## src/port_test_debug_regs_params.svh

```systemverilog
`ifndef PORT_TEST_DEBUG_REGS_PARAMS_SVH
`define PORT_TEST_DEBUG_REGS_PARAMS_SVH

// Register byte offsets
`define OFS_PHY_TEST_CMD 12'h320
`define OFS_HOLD_QUIET 12'h324
`define OFS_INDICATOR_A 12'h328
`define OFS_INDICATOR_B 12'h32C
`define OFS_LINK_SNAPSHOT 12'h33C
`define OFS_LINK_CONFIG 12'h340
`define OFS_TL_CONFIG 12'h344
`define OFS_DEBUG_CTRL 12'h348
`define OFS_DEBUG_DATA 12'h34C

// Field positions
`define PHY_PORT_STRIDE 8
`define DISABLE_LSB 0
`define QUIET_LSB 8
`define PATTERN_RATE_LSB 16
`define INDICATOR_A1_BIT 8
`define ADAPTIVE_ACK_BIT 4
`define FIX_DETECT_BIT 5
`define DEBUG_MODE_LSB 0
`define DEBUG_PORT_LSB 5
`define DEBUG_START_BIT 8

// Reset values
`define RST_PORT_BITS 3'h0
`define RST_PHY_CMD 7'h00
`define RST_INDICATOR_A 9'h000
`define RST_INDICATOR_B 32'h0000_0000
`define RST_LINK_SNAPSHOT 8'h00
`define RST_LINK_CONFIG 16'h0004
`define RST_TL_CONFIG 8'h03
`define RST_DEBUG_CTRL 9'h000
`define RST_DEBUG_DATA 32'h0000_0000

// Bus answers
`define RESP_OKAY 2'h0
`define RESP_DECERR 2'h3

`endif

```

## src/port_test_debug_pkg.sv

```systemverilog
package port_test_debug_pkg;

    // Seven test controls of one port, bit 6 first
    typedef struct packed {
        logic conformance_pattern;
        logic emphasis_override;
        logic speed_override;
        logic loop_state;
        logic conformance_receive;
        logic scrambler_off;
        logic loop_command;
    } port_test_cmd_t;

    typedef struct packed {
        logic indicator_field_a1;
        logic [7:0] indicator_field_a0;
    } indicator_a_t;

    typedef struct packed {
        logic capture_start;
        logic [2:0] port_sel;
        logic [4:0] mode_sel;
    } debug_ctrl_t;

    typedef enum logic [3:0] {
        SEL_NONE,
        SEL_PHY_TEST_CMD,
        SEL_HOLD_QUIET,
        SEL_INDICATOR_A,
        SEL_INDICATOR_B,
        SEL_LINK_SNAPSHOT,
        SEL_LINK_CONFIG,
        SEL_TL_CONFIG,
        SEL_DEBUG_CTRL,
        SEL_DEBUG_DATA
    } reg_sel_t;

    typedef enum logic [1:0] {
        WR_COLLECT = 2'b01,
        WR_RESP = 2'b10
    } wr_state_t;

    typedef enum logic [1:0] {
        RD_IDLE = 2'b01,
        RD_DATA = 2'b10
    } rd_state_t;

endpackage

```

## src/port_test_debug_regs.sv

```systemverilog
`timescale 1ns/1ps
`include "port_test_debug_regs_params.svh"

module port_test_debug_regs
    import port_test_debug_pkg::*;
#(
    parameter int NUM_PORTS = 3,
    parameter bit IS_UPSTREAM = 1'b1
) (
    input wire logic aclk,
    input wire logic aresetn,
    input wire logic [11:0] awaddr,
    input wire logic awvalid,
    output logic awready,
    input wire logic [31:0] wdata,
    input wire logic [3:0] wstrb,
    input wire logic wvalid,
    output logic wready,
    output logic [1:0] bresp,
    output logic bvalid,
    input wire logic bready,
    input wire logic [11:0] araddr,
    input wire logic arvalid,
    output logic arready,
    output logic [31:0] rdata,
    output logic [1:0] rresp,
    output logic rvalid,
    input wire logic rready,
    input wire logic autoload_valid,
    input wire logic [7:0] autoload_snapshot,
    input wire logic [15:0] autoload_link_config,
    input wire logic [31:0] debug_probe_in,
    output port_test_cmd_t [NUM_PORTS-1:0] port_test_cmd,
    output logic [NUM_PORTS-1:0] port_disable,
    output logic [NUM_PORTS-1:0] port_hold_quiet,
    output logic [NUM_PORTS-1:0] ltssm_stay_quiet,
    output logic [NUM_PORTS-1:0] port_pattern_rate,
    output indicator_a_t indicator_a,
    output logic [31:0] indicator_b,
    output logic [7:0] link_state_snapshot,
    output logic [15:0] link_layer_config,
    output logic adaptive_ack_policy,
    output logic fixed_detect_disable,
    output logic [7:0] transaction_layer_config,
    output logic [4:0] debug_mode_sel,
    output logic [2:0] debug_port_sel,
    output logic debug_capture_on
);

    ////////////////////////////////////////////////////////////////////////
    // Helpers

    // Shared by read and write paths so both agree on the map
    function automatic reg_sel_t reg_decode(input logic [11:0] addr);
        reg_sel_t sel;
        sel = SEL_NONE;
        case ({addr[11:2], 2'h0})
            `OFS_PHY_TEST_CMD: sel = SEL_PHY_TEST_CMD;
            `OFS_HOLD_QUIET: sel = SEL_HOLD_QUIET;
            `OFS_INDICATOR_A: sel = SEL_INDICATOR_A;
            `OFS_INDICATOR_B: sel = SEL_INDICATOR_B;
            `OFS_LINK_SNAPSHOT: sel = SEL_LINK_SNAPSHOT;
            `OFS_LINK_CONFIG: sel = SEL_LINK_CONFIG;
            `OFS_TL_CONFIG: sel = SEL_TL_CONFIG;
            `OFS_DEBUG_CTRL: begin
                // Downstream instances answer as unmapped
                sel = IS_UPSTREAM ? SEL_DEBUG_CTRL : SEL_NONE;
            end
            `OFS_DEBUG_DATA: begin
                sel = IS_UPSTREAM ? SEL_DEBUG_DATA : SEL_NONE;
            end
            default: sel = SEL_NONE;
        endcase
        return sel;
    endfunction

    // Byte-lane merge of a write into an old word
    function automatic logic [31:0] merge_strobe(
        input logic [31:0] old_word,
        input logic [31:0] new_word,
        input logic [3:0] strb
    );
        logic [31:0] res;
        res = old_word;
        for (int i = 0; i < 4; i++) begin
            if (strb[i]) begin
                res[i*8 +: 8] = new_word[i*8 +: 8];
            end
        end
        return res;
    endfunction

    ////////////////////////////////////////////////////////////////////////
    // Register state

    port_test_cmd_t [NUM_PORTS-1:0] phy_cmd_q, phy_cmd_d;
    logic [NUM_PORTS-1:0] disable_q, disable_d;
    logic [NUM_PORTS-1:0] quiet_q, quiet_d;
    logic [NUM_PORTS-1:0] stay_quiet_q, stay_quiet_d;
    logic [NUM_PORTS-1:0] pattern_q, pattern_d;
    indicator_a_t ind_a_q, ind_a_d;
    logic [31:0] ind_b_q, ind_b_d;
    logic [7:0] snapshot_q, snapshot_d;
    logic [15:0] link_cfg_q, link_cfg_d;
    logic adaptive_q, adaptive_d;
    logic fix_detect_q, fix_detect_d;
    logic [7:0] tl_cfg_q, tl_cfg_d;
    debug_ctrl_t dbg_ctrl_q, dbg_ctrl_d;
    logic [31:0] dbg_data_q, dbg_data_d;

    ////////////////////////////////////////////////////////////////////////
    // Write channel state

    wr_state_t wr_state_q, wr_state_d;
    logic aw_have_q, aw_have_d;
    logic w_have_q, w_have_d;
    logic [11:0] wr_addr_q, wr_addr_d;
    logic [31:0] wr_data_q, wr_data_d;
    logic [3:0] wr_strb_q, wr_strb_d;
    logic awready_q, awready_d;
    logic wready_q, wready_d;
    logic bvalid_q, bvalid_d;
    logic [1:0] bresp_q, bresp_d;
    logic do_write;
    reg_sel_t wr_sel;

    // Address and data may arrive in either order or together
    always_comb begin
        wr_state_d = wr_state_q;
        aw_have_d = aw_have_q;
        w_have_d = w_have_q;
        wr_addr_d = wr_addr_q;
        wr_data_d = wr_data_q;
        wr_strb_d = wr_strb_q;
        bvalid_d = bvalid_q;
        bresp_d = bresp_q;
        do_write = 1'b0;
        wr_sel = SEL_NONE;
        case (wr_state_q)
            WR_COLLECT: begin
                if (awvalid && awready_q) begin
                    aw_have_d = 1'b1;
                    wr_addr_d = awaddr;
                end
                if (wvalid && wready_q) begin
                    w_have_d = 1'b1;
                    wr_data_d = wdata;
                    wr_strb_d = wstrb;
                end
                if (aw_have_d && w_have_d) begin
                    wr_sel = reg_decode(wr_addr_d);
                    do_write = (wr_sel != SEL_NONE);
                    aw_have_d = 1'b0;
                    w_have_d = 1'b0;
                    bvalid_d = 1'b1;
                    bresp_d = do_write ? `RESP_OKAY : `RESP_DECERR;
                    wr_state_d = WR_RESP;
                end
            end
            WR_RESP: begin
                if (bready) begin
                    bvalid_d = 1'b0;
                    wr_state_d = WR_COLLECT;
                end
            end
            default: begin
                wr_state_d = WR_COLLECT;
                bvalid_d = 1'b0;
            end
        endcase
        // One write at a time: no new beats while a response waits
        awready_d = (wr_state_d == WR_COLLECT) && !aw_have_d;
        wready_d = (wr_state_d == WR_COLLECT) && !w_have_d;
    end

    always_ff @(posedge aclk) begin
        if (!aresetn) begin
            wr_state_q <= WR_COLLECT;
            aw_have_q <= 1'b0;
            w_have_q <= 1'b0;
            wr_addr_q <= 12'h000;
            wr_data_q <= 32'h0000_0000;
            wr_strb_q <= 4'h0;
            awready_q <= 1'b0;
            wready_q <= 1'b0;
            bvalid_q <= 1'b0;
            bresp_q <= `RESP_OKAY;
        end else begin
            wr_state_q <= wr_state_d;
            aw_have_q <= aw_have_d;
            w_have_q <= w_have_d;
            wr_addr_q <= wr_addr_d;
            wr_data_q <= wr_data_d;
            wr_strb_q <= wr_strb_d;
            awready_q <= awready_d;
            wready_q <= wready_d;
            bvalid_q <= bvalid_d;
            bresp_q <= bresp_d;
        end
    end

    ////////////////////////////////////////////////////////////////////////
    // Register update

    // Writes touch only defined fields, so reserved bits stay zero
    always_comb begin
        logic [31:0] old_word;
        logic [31:0] new_word;
        old_word = 32'h0000_0000;
        new_word = 32'h0000_0000;
        phy_cmd_d = phy_cmd_q;
        disable_d = disable_q;
        quiet_d = quiet_q;
        pattern_d = pattern_q;
        ind_a_d = ind_a_q;
        ind_b_d = ind_b_q;
        snapshot_d = snapshot_q;
        link_cfg_d = link_cfg_q;
        tl_cfg_d = tl_cfg_q;
        dbg_ctrl_d = dbg_ctrl_q;
        dbg_data_d = dbg_data_q;
        if (do_write) begin
            old_word = read_word(wr_sel);
            new_word = merge_strobe(old_word, wr_data_d, wr_strb_d);
            case (wr_sel)
                SEL_PHY_TEST_CMD: begin
                    for (int p = 0; p < NUM_PORTS; p++) begin
                        phy_cmd_d[p] = new_word[p*`PHY_PORT_STRIDE +: 7];
                    end
                end
                SEL_HOLD_QUIET: begin
                    disable_d = new_word[`DISABLE_LSB +: NUM_PORTS];
                    quiet_d = new_word[`QUIET_LSB +: NUM_PORTS];
                    pattern_d = new_word[`PATTERN_RATE_LSB +: NUM_PORTS];
                end
                SEL_INDICATOR_A: begin
                    ind_a_d = new_word[8:0];
                end
                SEL_INDICATOR_B: begin
                    ind_b_d = new_word;
                end
                SEL_TL_CONFIG: begin
                    tl_cfg_d = new_word[7:0];
                end
                SEL_DEBUG_CTRL: begin
                    dbg_ctrl_d = new_word[8:0];
                end
                default: dbg_ctrl_d = dbg_ctrl_q; // Read-only, data ignored
            endcase
        end
        // Autoload replaces the read-only defaults
        if (autoload_valid) begin
            snapshot_d = autoload_snapshot;
            link_cfg_d = autoload_link_config;
        end
        // Capture runs every cycle while start is set
        if (dbg_ctrl_q.capture_start) begin
            dbg_data_d = debug_probe_in;
        end
        // Either control parks training in Detect.Quiet
        stay_quiet_d = disable_d | quiet_d;
        adaptive_d = link_cfg_d[`ADAPTIVE_ACK_BIT];
        fix_detect_d = link_cfg_d[`FIX_DETECT_BIT];
    end

    always_ff @(posedge aclk) begin
        if (!aresetn) begin
            phy_cmd_q <= {NUM_PORTS{`RST_PHY_CMD}};
            disable_q <= NUM_PORTS'(`RST_PORT_BITS);
            quiet_q <= NUM_PORTS'(`RST_PORT_BITS);
            stay_quiet_q <= NUM_PORTS'(`RST_PORT_BITS);
            pattern_q <= NUM_PORTS'(`RST_PORT_BITS);
            ind_a_q <= `RST_INDICATOR_A;
            ind_b_q <= `RST_INDICATOR_B;
            snapshot_q <= `RST_LINK_SNAPSHOT;
            link_cfg_q <= `RST_LINK_CONFIG;
            adaptive_q <= 1'(`RST_LINK_CONFIG >> `ADAPTIVE_ACK_BIT);
            fix_detect_q <= 1'(`RST_LINK_CONFIG >> `FIX_DETECT_BIT);
            tl_cfg_q <= `RST_TL_CONFIG;
            dbg_ctrl_q <= `RST_DEBUG_CTRL;
            dbg_data_q <= `RST_DEBUG_DATA;
        end else begin
            phy_cmd_q <= phy_cmd_d;
            disable_q <= disable_d;
            quiet_q <= quiet_d;
            stay_quiet_q <= stay_quiet_d;
            pattern_q <= pattern_d;
            ind_a_q <= ind_a_d;
            ind_b_q <= ind_b_d;
            snapshot_q <= snapshot_d;
            link_cfg_q <= link_cfg_d;
            adaptive_q <= adaptive_d;
            fix_detect_q <= fix_detect_d;
            tl_cfg_q <= tl_cfg_d;
            dbg_ctrl_q <= dbg_ctrl_d;
            dbg_data_q <= dbg_data_d;
        end
    end

    ////////////////////////////////////////////////////////////////////////
    // Read view

    // Assembles one word; unused bits stay zero
    function automatic logic [31:0] read_word(input reg_sel_t sel);
        logic [31:0] w;
        w = 32'h0000_0000;
        case (sel)
            SEL_PHY_TEST_CMD: begin
                for (int p = 0; p < NUM_PORTS; p++) begin
                    w[p*`PHY_PORT_STRIDE +: 7] = phy_cmd_q[p];
                end
            end
            SEL_HOLD_QUIET: begin
                w[`DISABLE_LSB +: NUM_PORTS] = disable_q;
                w[`QUIET_LSB +: NUM_PORTS] = quiet_q;
                w[`PATTERN_RATE_LSB +: NUM_PORTS] = pattern_q;
            end
            SEL_INDICATOR_A: w[8:0] = ind_a_q;
            SEL_INDICATOR_B: w = ind_b_q;
            SEL_LINK_SNAPSHOT: w[7:0] = snapshot_q;
            SEL_LINK_CONFIG: w[15:0] = link_cfg_q;
            SEL_TL_CONFIG: w[7:0] = tl_cfg_q;
            SEL_DEBUG_CTRL: w[8:0] = dbg_ctrl_q;
            SEL_DEBUG_DATA: w = dbg_data_q;
            default: w = 32'h0000_0000;
        endcase
        return w;
    endfunction

    ////////////////////////////////////////////////////////////////////////
    // Read channel

    rd_state_t rd_state_q, rd_state_d;
    logic arready_q, arready_d;
    logic rvalid_q, rvalid_d;
    logic [31:0] rdata_q, rdata_d;
    logic [1:0] rresp_q, rresp_d;

    // Data is sampled at the address edge and appears in the same cycle as rvalid
    always_comb begin
        reg_sel_t rd_sel;
        rd_sel = SEL_NONE;
        rd_state_d = rd_state_q;
        rvalid_d = rvalid_q;
        rdata_d = rdata_q;
        rresp_d = rresp_q;
        case (rd_state_q)
            RD_IDLE: begin
                if (arvalid && arready_q) begin
                    rd_sel = reg_decode(araddr);
                    rdata_d = read_word(rd_sel);
                    rresp_d = (rd_sel == SEL_NONE) ?
                        `RESP_DECERR : `RESP_OKAY;
                    rvalid_d = 1'b1;
                    rd_state_d = RD_DATA;
                end
            end
            RD_DATA: begin
                if (rready) begin
                    rvalid_d = 1'b0;
                    rd_state_d = RD_IDLE;
                end
            end
            default: begin
                rd_state_d = RD_IDLE;
                rvalid_d = 1'b0;
            end
        endcase
        arready_d = (rd_state_d == RD_IDLE);
    end

    always_ff @(posedge aclk) begin
        if (!aresetn) begin
            rd_state_q <= RD_IDLE;
            arready_q <= 1'b0;
            rvalid_q <= 1'b0;
            rdata_q <= 32'h0000_0000;
            rresp_q <= `RESP_OKAY;
        end else begin
            rd_state_q <= rd_state_d;
            arready_q <= arready_d;
            rvalid_q <= rvalid_d;
            rdata_q <= rdata_d;
            rresp_q <= rresp_d;
        end
    end

    ////////////////////////////////////////////////////////////////////////
    // Outputs, all straight from flops

    assign awready = awready_q;
    assign wready = wready_q;
    assign bvalid = bvalid_q;
    assign bresp = bresp_q;
    assign arready = arready_q;
    assign rvalid = rvalid_q;
    assign rdata = rdata_q;
    assign rresp = rresp_q;
    assign port_test_cmd = phy_cmd_q;
    assign port_disable = disable_q;
    assign port_hold_quiet = quiet_q;
    assign ltssm_stay_quiet = stay_quiet_q;
    assign port_pattern_rate = pattern_q;
    assign indicator_a = ind_a_q;
    assign indicator_b = ind_b_q;
    assign link_state_snapshot = snapshot_q;
    assign link_layer_config = link_cfg_q;
    assign adaptive_ack_policy = adaptive_q;
    assign fixed_detect_disable = fix_detect_q;
    assign transaction_layer_config = tl_cfg_q;
    // Mode zero is the training group; probe mux lives outside
    assign debug_mode_sel = dbg_ctrl_q.mode_sel;
    assign debug_port_sel = dbg_ctrl_q.port_sel;
    assign debug_capture_on = dbg_ctrl_q.capture_start;

endmodule

```

## config.mk

```make
export PLATFORM = sky130hd
export DESIGN_NAME = port_test_debug_regs
export DESIGN_NICKNAME = d
export VERILOG_FILES = /design/src/port_test_debug_pkg.sv /design/src/port_test_debug_regs.sv
export VERILOG_INCLUDE_DIRS = /design/src
export SDC_FILE = /design/constraint.sdc
export NUM_CORES = 1
export LEC_CHECK = 0
export ABC_AREA = 0
export BUFFER_PORTS_ARGS = -buffer_cell sky130_fd_sc_hd__buf_4
export CAP_MARGIN = 15
export CORE_MARGIN = 10
export CORE_UTILIZATION = 25
export DETAILED_ROUTE_END_ITERATION = 8
export GPL_TIMING_DRIVEN = 0
export SLEW_MARGIN = 20
export SYNTH_ARGS = -nofsm -noshare
export SYNTH_HDL_FRONTEND = slang
export SYNTH_SLANG_ARGS = --single-unit
export TNS_END_PERCENT = 5
```

## constraint.sdc

```tcl
create_clock -name aclk -period 3.3 [get_ports aclk]
set_clock_uncertainty 0.05 [all_clocks]
set_input_delay 0.165 -clock aclk [delete_from_list [all_inputs] [get_ports aclk]]
set_output_delay 0.165 -clock aclk [all_outputs]
set_load 0.02 [all_outputs]
```

==> flow_summary.toml, run 1 <==
[outcome]
outcome = "finished clean"

[floorplan]
rows = 77
initial_core_util_pct = 25.4
die_h_um = 232
chipWidth_um = 232
core_mm2 = 0.0444
num_io_pins = 282
die_area_mm2 = 0.0539

[clock_tree]
cts_made_buffers = 28
cts_tree = "built"
cts.clk_slew.worst_paths_ns = 0.06
clk_latency_ns = 0.57
cts_root_buf = "clkbuf_16"
cts.sinks = 238
clockBufferDepth = 3
ctsHtreeMaxLevel = 1

[placed_design]
port_buffers = 274
placedCellCount = 2092
place_congestion = 0.908
dp_slack_ns = -1.07
dp_hpwl_um = 43200

[grt]
overflow = 0
grt_start_max_net_pins = 15
grt_pass1_wl_um = 78900
grtUsageTotal_pct = 19.5
antenna_found_initial = 1
grt_pass1_vias = 11700

[setup_path]
cp_max_fo = 10
r2r-end = "ltssm_stay_quiet[2]"
cp.required_ns = 3.71
path_class = "primary input to register"
arrival_ns = 3.68
worst_r2r_path_depth = 13
cp-end-kind = "register"
start_kind = "primary input"
r2r_start = "awready"
rrSetupSlack_ns = 0.04
worstSetupStartpoint = "awaddr[7]"

[min_path]
hold_path_class = "primary input to register"
hold-path-endpoint = "rvalid"
worstHoldStart = "arvalid"
holdPathStages = 4

[synth]
synth-seq-cells = 238
yosys_warnings = 0
syn_avg_cell_area_um2 = 9.18
synthDistinctLibCells = 75
syn_area_mm2 = 0.0113
synth_async_sr_flop_share_pct = 0
synth_nets = 1354
synth_ff_type = "dfxtp_1"
yosysSeqAreaShare_pct = 42.3
syn_inst = 1226
synth-edff-count = 0

[finish]
final_cells = 2260
multi_input_area_mm2 = 0.00624
nNetsFinal = 1770
area_growth_pct = 45.4
seqCellArea_mm2 = 0.00476
utilization_pct = 36.9
layout-drive-gt1-share_pct = 25.5
fillers = 4538

[route]
wl_um = 55400
drcViolationCount = 0
via_per_inst = 5.20
dr.pass1.iters = 7
drt_iter0_markers = 1252
post_drt_wl_per_cell_um = 24.5
ant_nets = 0
vias = 11800

[sta]
max_freq_mhz = 306
setup_tns_ns = 0
rsz0062_at_grt = "yes"
period_share_pct = 98.9
hold_violations = 0
setup_violations = 0
tightest_slew_ns = 0.980
hold_ws_ns = 0.0346
setup_ws_ns = 0.0351
period_minus_slack_ns = 3.26
maxSlewHeadroom_pct = 34.4
slew_violations = 0

[job]
max_cap_viol_count = 0

[power]
ir_drop_mv = 0.319
leakage_nw = 6.58
powerDensity_mw_per_mm2 = 512
==> per-stage QoR <==
stage                     power, W  area (um^2)
after floorplan            0.00428        11300
after global placement     0.00493        14100
after detailed placement   0.00497        14100
after CTS                  0.00840        16200
after global routing       0.00873        16400
final                      0.00839        16400
==> flip-flops by register name (all words and copies together), names as in the netlist, 4 cells and up <==
name and flops:
debug_mode_sel 5, wr_strb_q 4, indicator_a 9, link_state_snapshot 8, wr_addr_q 10, indicator_b 32, port_test_cmd 21, link_layer_config 16
rdata 32, wr_data_q 32, transaction_layer_config 8, dbg_data_q 32
==> cells in the mapped netlist (8+ instances only) <==
| cell type | instances | area, um^2 |
|---|---|---|
| dfxtp_1 | 238 | 4760 |
| nand2_1 | 130 | 488 |
| mux2i_1 | 112 | 1120 |
| nor2b_1 | 91 | 569 |
| clkbuf_1 | 70 | 263 |
| o21ai_0 | 62 | 310 |
| nor2_1 | 51 | 191 |
| nand3_1 | 44 | 220 |
| a21oi_1 | 43 | 215 |
| and2_1 | 28 | 175 |
| a21boi_0 | 22 | 165 |
| a221oi_1 | 20 | 175 |
| a22o_1 | 19 | 166 |
| o211a_1 | 17 | 170 |
| a222oi_1 | 15 | 150 |
| a211oi_1 | 14 | 105 |
| a22oi_1 | 13 | 97.6 |
| inv_1 | 13 | 48.8 |
| nor3b_1 | 13 | 97.6 |
| o221a_2 | 13 | 146 |
| a221o_1 | 11 | 110 |
| a31oi_1 | 11 | 68.8 |
| mux2_2 | 11 | 124 |
| o211ai_1 | 10 | 75.1 |
| buf_2 | 9 | 45.0 |
| o22ai_1 | 9 | 56.3 |
| o31ai_1 | 9 | 67.6 |
| nand2b_1 | 8 | 50.1 |
| nor3_1 | 8 | 40.0 |
==> worst max-delay path by stage <==
| stage | cells after the start | endpoint |
|---|---|---|
| finish | 13 | ltssm_stay_quiet[2] |
| CTS | 10 | indicator_b[30] |
| global placement | 10 | indicator_b[30] |
| detailed placement | 10 | indicator_b[30] |
| global route | 12 | port_test_cmd[13] |
| floorplan | 11 | transaction_layer_config[7] |
==> kinds of logic (layout without fill, tap and decap cells) <==
group,Yosys count,in the layout,share of synthesized area (%)
AO/OA/AOI/OAI,338,338,23.0
multiplexers,123,123,11.1
XOR/XNOR,4,4,0.311
other,0,4,0
AND/OR/NAND/NOR,414,414,18.9
adder cells (fa/ha/maj),4,4,0.445
buffers and inverters,105,543,3.90
flip-flops,238,238,42.3
==> routing by layer <==
layer,track usage (%),vias to the layer above,share of wire (%)
met2,32.1,570,47
met4,4.98,0,2.7
met5,0,-,0
li1,-,5368,-
met3,5.44,88,8.9
met1,24.6,5731,42
==> placed cells by master (no fill, tap or decap), types with 6 or more instances in the layout <==
cell           synthesis  final
o21ai_0               62     60
buf_4                  5    290
o221a_2               13     13
a221o_1               11     11
a21boi_0              22     21
a211oi_1              14     10
nor3b_1               13     12
clkbuf_16              0     28
mux2_2                11     11
o221ai_1               6      6
clkbuf_2               0      6
and2_1                28     28
mux2i_1              112    111
buf_2                  9      6
nor3_1                 8      7
nor2b_1               91     91
nand2b_1               8      8
dfxtp_1              238    238
o22ai_1                9      9
o211ai_1              10     10
a221oi_1              20     20
a21oi_1               43     43
dlygate4sd3_1          0    106
nor2_1                51     48
a22o_1                19     19
nand2_1              130    130
o211a_1               17     17
or2_2                  6      6
a22oi_1               13     13
a222oi_1              15     15
nand3_1               44     43
o21ai_2                4      6
o31ai_1                9      9
clkbuf_1              70     67
or3_1                  7      7
inv_1                 13     13
a31oi_1               11     10
==> critical path, stage by stage <==
cell,delay (ns)
dlygate4sd3_1,0.55
buf_4,0.14
nand4bb_2,0.32
or4b_1,0.76
and3_4,0.25
buf_6,0.13
and2_1,0.16
buf_6,0.15
clkbuf_4,0.22
nor3_1,0.29
o211ai_2,0.13
buf_4,0.19
a21oi_1,0.22
==> where the power goes <==
part	leakage [nW]	switching (W)	internal, W
Combinational	4.18	0.00113	0.000775
Sequential	1.93	0.000139	0.00306
Clock	0.469	0.00132	0.00197
Total	6.58	0.00259	0.00580
==> cell type report <==
class / instances / area share, %
multi-input combinational: 883 / 38.1
sequential: 238 / 29.1
timing repair buffer: 388 / 19.4
clock buffer: 39 / 4.78
tap: 592 / 4.52
buffer: 90 / 2.57
clock inverter: 13 / 1.13
inverter: 13 / 0.298
antenna: 4 / 0.0611
==> repair_timing <==
| item | CTS | global route |
|---|---|---|
| hold buffers | 105 | 1 |
| setup endpoints to repair | 105 | 87 |
| resized for setup | 31 | 24 |
| endpoints found under the hold margin | 117 | 1 |
| pin swaps | 5 | 5 |
| buffers inserted | 1 | 7 |
Note: power is estimated with default switching activity, not from simulation.
==> inputs of run 2 (changes only) <==
--- a/config.mk
+++ b/config.mk
@@ -10,9 +10,10 @@
 export BUFFER_PORTS_ARGS = -buffer_cell sky130_fd_sc_hd__buf_4
 export CAP_MARGIN = 15
 export CORE_MARGIN = 10
-export CORE_UTILIZATION = 25
+export CORE_UTILIZATION = 54
 export DETAILED_ROUTE_END_ITERATION = 8
 export GPL_TIMING_DRIVEN = 0
+export PLACE_DENSITY = 0.88
 export SLEW_MARGIN = 20
 export SYNTH_ARGS = -nofsm -noshare
 export SYNTH_HDL_FRONTEND = slang
==> flow_summary.toml, run 2 (synthesis results as in run 1) <==
[placed_design]
port_buffers = 274
placedCellCount = 1770
place_area_mm2 = 0.0137
place_congestion = 0.983
dp_hpwl_um = 35700

[min_path]
worstHoldStart = "wdata[3]"
hold_path_class = "primary input to register"
holdPathStages = 3
hold-path-endpoint = "wr_data_q[3]"

[sta]
hold_violations = 1
rsz0062_at_grt = "yes"
hold_ws_ns = -0.00472
period_minus_slack_ns = 3.36
max_freq_mhz = 298
period_share_pct = 102
tightest_slew_ns = 0.979
slew_violations = 0
setup_violations = 7
maxSlewHeadroom_pct = 34.5
setup_ws_ns = -0.0603
setup_tns_ns = -0.183

[power]
combPwrFrac_pct = 23.5
p_sw_share_pct = 31.0
intPower_w = 0.00566
clkPwrFrac_pct = 37.6
pwr-share-seq_pct = 38.9
powerDensity_mw_per_mm2 = 519
leakage_nw = 6.52
ir_drop_mv = 0.465
power.switching_w = 0.00254

[floorplan]
core_mm2 = 0.0204
chipWidth_um = 164
num_io_pins = 282
die_h_um = 164
die_area_mm2 = 0.0270
initial_core_util_pct = 55.3
rows = 52

[clock_tree]
cts_tree = "built"
clk_latency_ns = 0.54
clockBufferDepth = 3
cts.clk_slew.worst_paths_ns = 0.06
cts_made_buffers = 25
ctsHtreeMaxLevel = 1
cts_root_buf = "clkbuf_16"
cts.sinks = 238

[grt]
grtUsageTotal_pct = 34.7
grt_start_max_net_pins = 15
globalRouteMet3Util_pct = 11.0
busiest_layer = "met2"
use_met2_pct = 57.0
overflow = 0
antenna_found_initial = 0
grt_pass1_wl_um = 73200
use_met1_pct = 40.4
grt_pass1_vias = 12300

[setup_path]
cp-end-kind = "register"
r2r-end = "ltssm_stay_quiet[0]"
cp.required_ns = 3.63
rrSetupSlack_ns = -0.06
path_class = "register to register"
cp_max_fo = 10
worst_r2r_path_depth = 9
r2r_start = "awready"
start_kind = "register"
arrival_ns = 3.69

[finish]
layout_common_cells = "buf_4, dfxtp_1, nand2_1"
nNetsFinal = 1761
layout-drive-gt1-share_pct = 25.4
area_growth_pct = 40.2
final_cells = 1922
final_common_cell = "buf_4"
diodes = 0
final_area_mm2 = 0.0158

[route]
post_drt_wl_per_cell_um = 26.1
dr.pass1.iters = 7
vias = 12400
via_per_inst = 6.47
drt_iter0_markers = 1677
drcViolationCount = 0
wl_um = 50200
ant_nets = 0

[outcome]
violations = "hold timing, setup timing"
outcome = "finished with violations"

[job]
max_cap_viol_count = 0
==> run 2: power groups by stage <==
stage	Clock [W]	Sequential [W]	Combinational [W]
final	0.00308	0.00319	0.00193
after detailed placement	0	0.00324	0.00165
after global placement	0	0.00323	0.00162
after CTS	0.00304	0.00318	0.00179
after floorplan	0	0.00331	0.000968
after global routing	0.00317	0.00320	0.00204
==> run 2: final cells by class <==
type	instances	area, um^2
inverter	13	48.8
sequential	238	4760
tap	270	338
fill	1321	4580
clock inverter	11	159
clock buffer	35	723
multi-input combinational	883	6230
buffer	92	417
timing repair buffer	380	3100
==> run 2: worst max-delay path by stage <==
stage,from,end,slack [ns],cells past startpoint
floorplan,awready,transaction_layer_config[7],0.39,11
global placement,wr_state_q[1],indicator_b[23],-0.63,10
detailed placement,wr_state_q[1],indicator_b[23],-0.74,10
CTS,awready,ltssm_stay_quiet[0],-0.01,9
global route,awready,ltssm_stay_quiet[0],-0.09,9
finish,awready,ltssm_stay_quiet[0],-0.06,9
==> run 2: critical path, stage by stage, from the launching register on <==
cell and delay (ns):
dfxtp_1 0.33, buf_2 0.18, a211o_1 0.31, or3_1 0.31, clkbuf_1 0.25, a2111oi_4 0.74
o21bai_4 0.31, nor3_1 0.14, o31ai_4 0.42, a31oi_1 0.17
==> run 2: metal layers <==
metal | up-vias | part of all wire (%)
met4 | 0 | 6.2
met5 | - | 0
met3 | 251 | 13
li1 | 5344 | -
met1 | 5862 | 35
met2 | 972 | 45
==> run 2: timing repair <==
item,4_1_cts,5_1_grt
hold buffers,99,0
setup buffers,0,7
resized for setup,21,27
pin swaps,0,5
endpoints found under the hold margin,112,0
endpoints found under the setup margin,99,81
==> run 2: stage by stage <==
step / total power, W / setup WS (ns) / util, %
floorplan: 0.00428 / 0.394 / -
global placement: 0.00485 / -0.626 / 67.0
detailed placement: 0.00489 / -0.742 / 67.1
CTS: 0.00801 / -0.0125 / 76.7
global route: 0.00841 / -0.0936 / 77.5
finish: 0.00820 / -0.0603 / 77.5
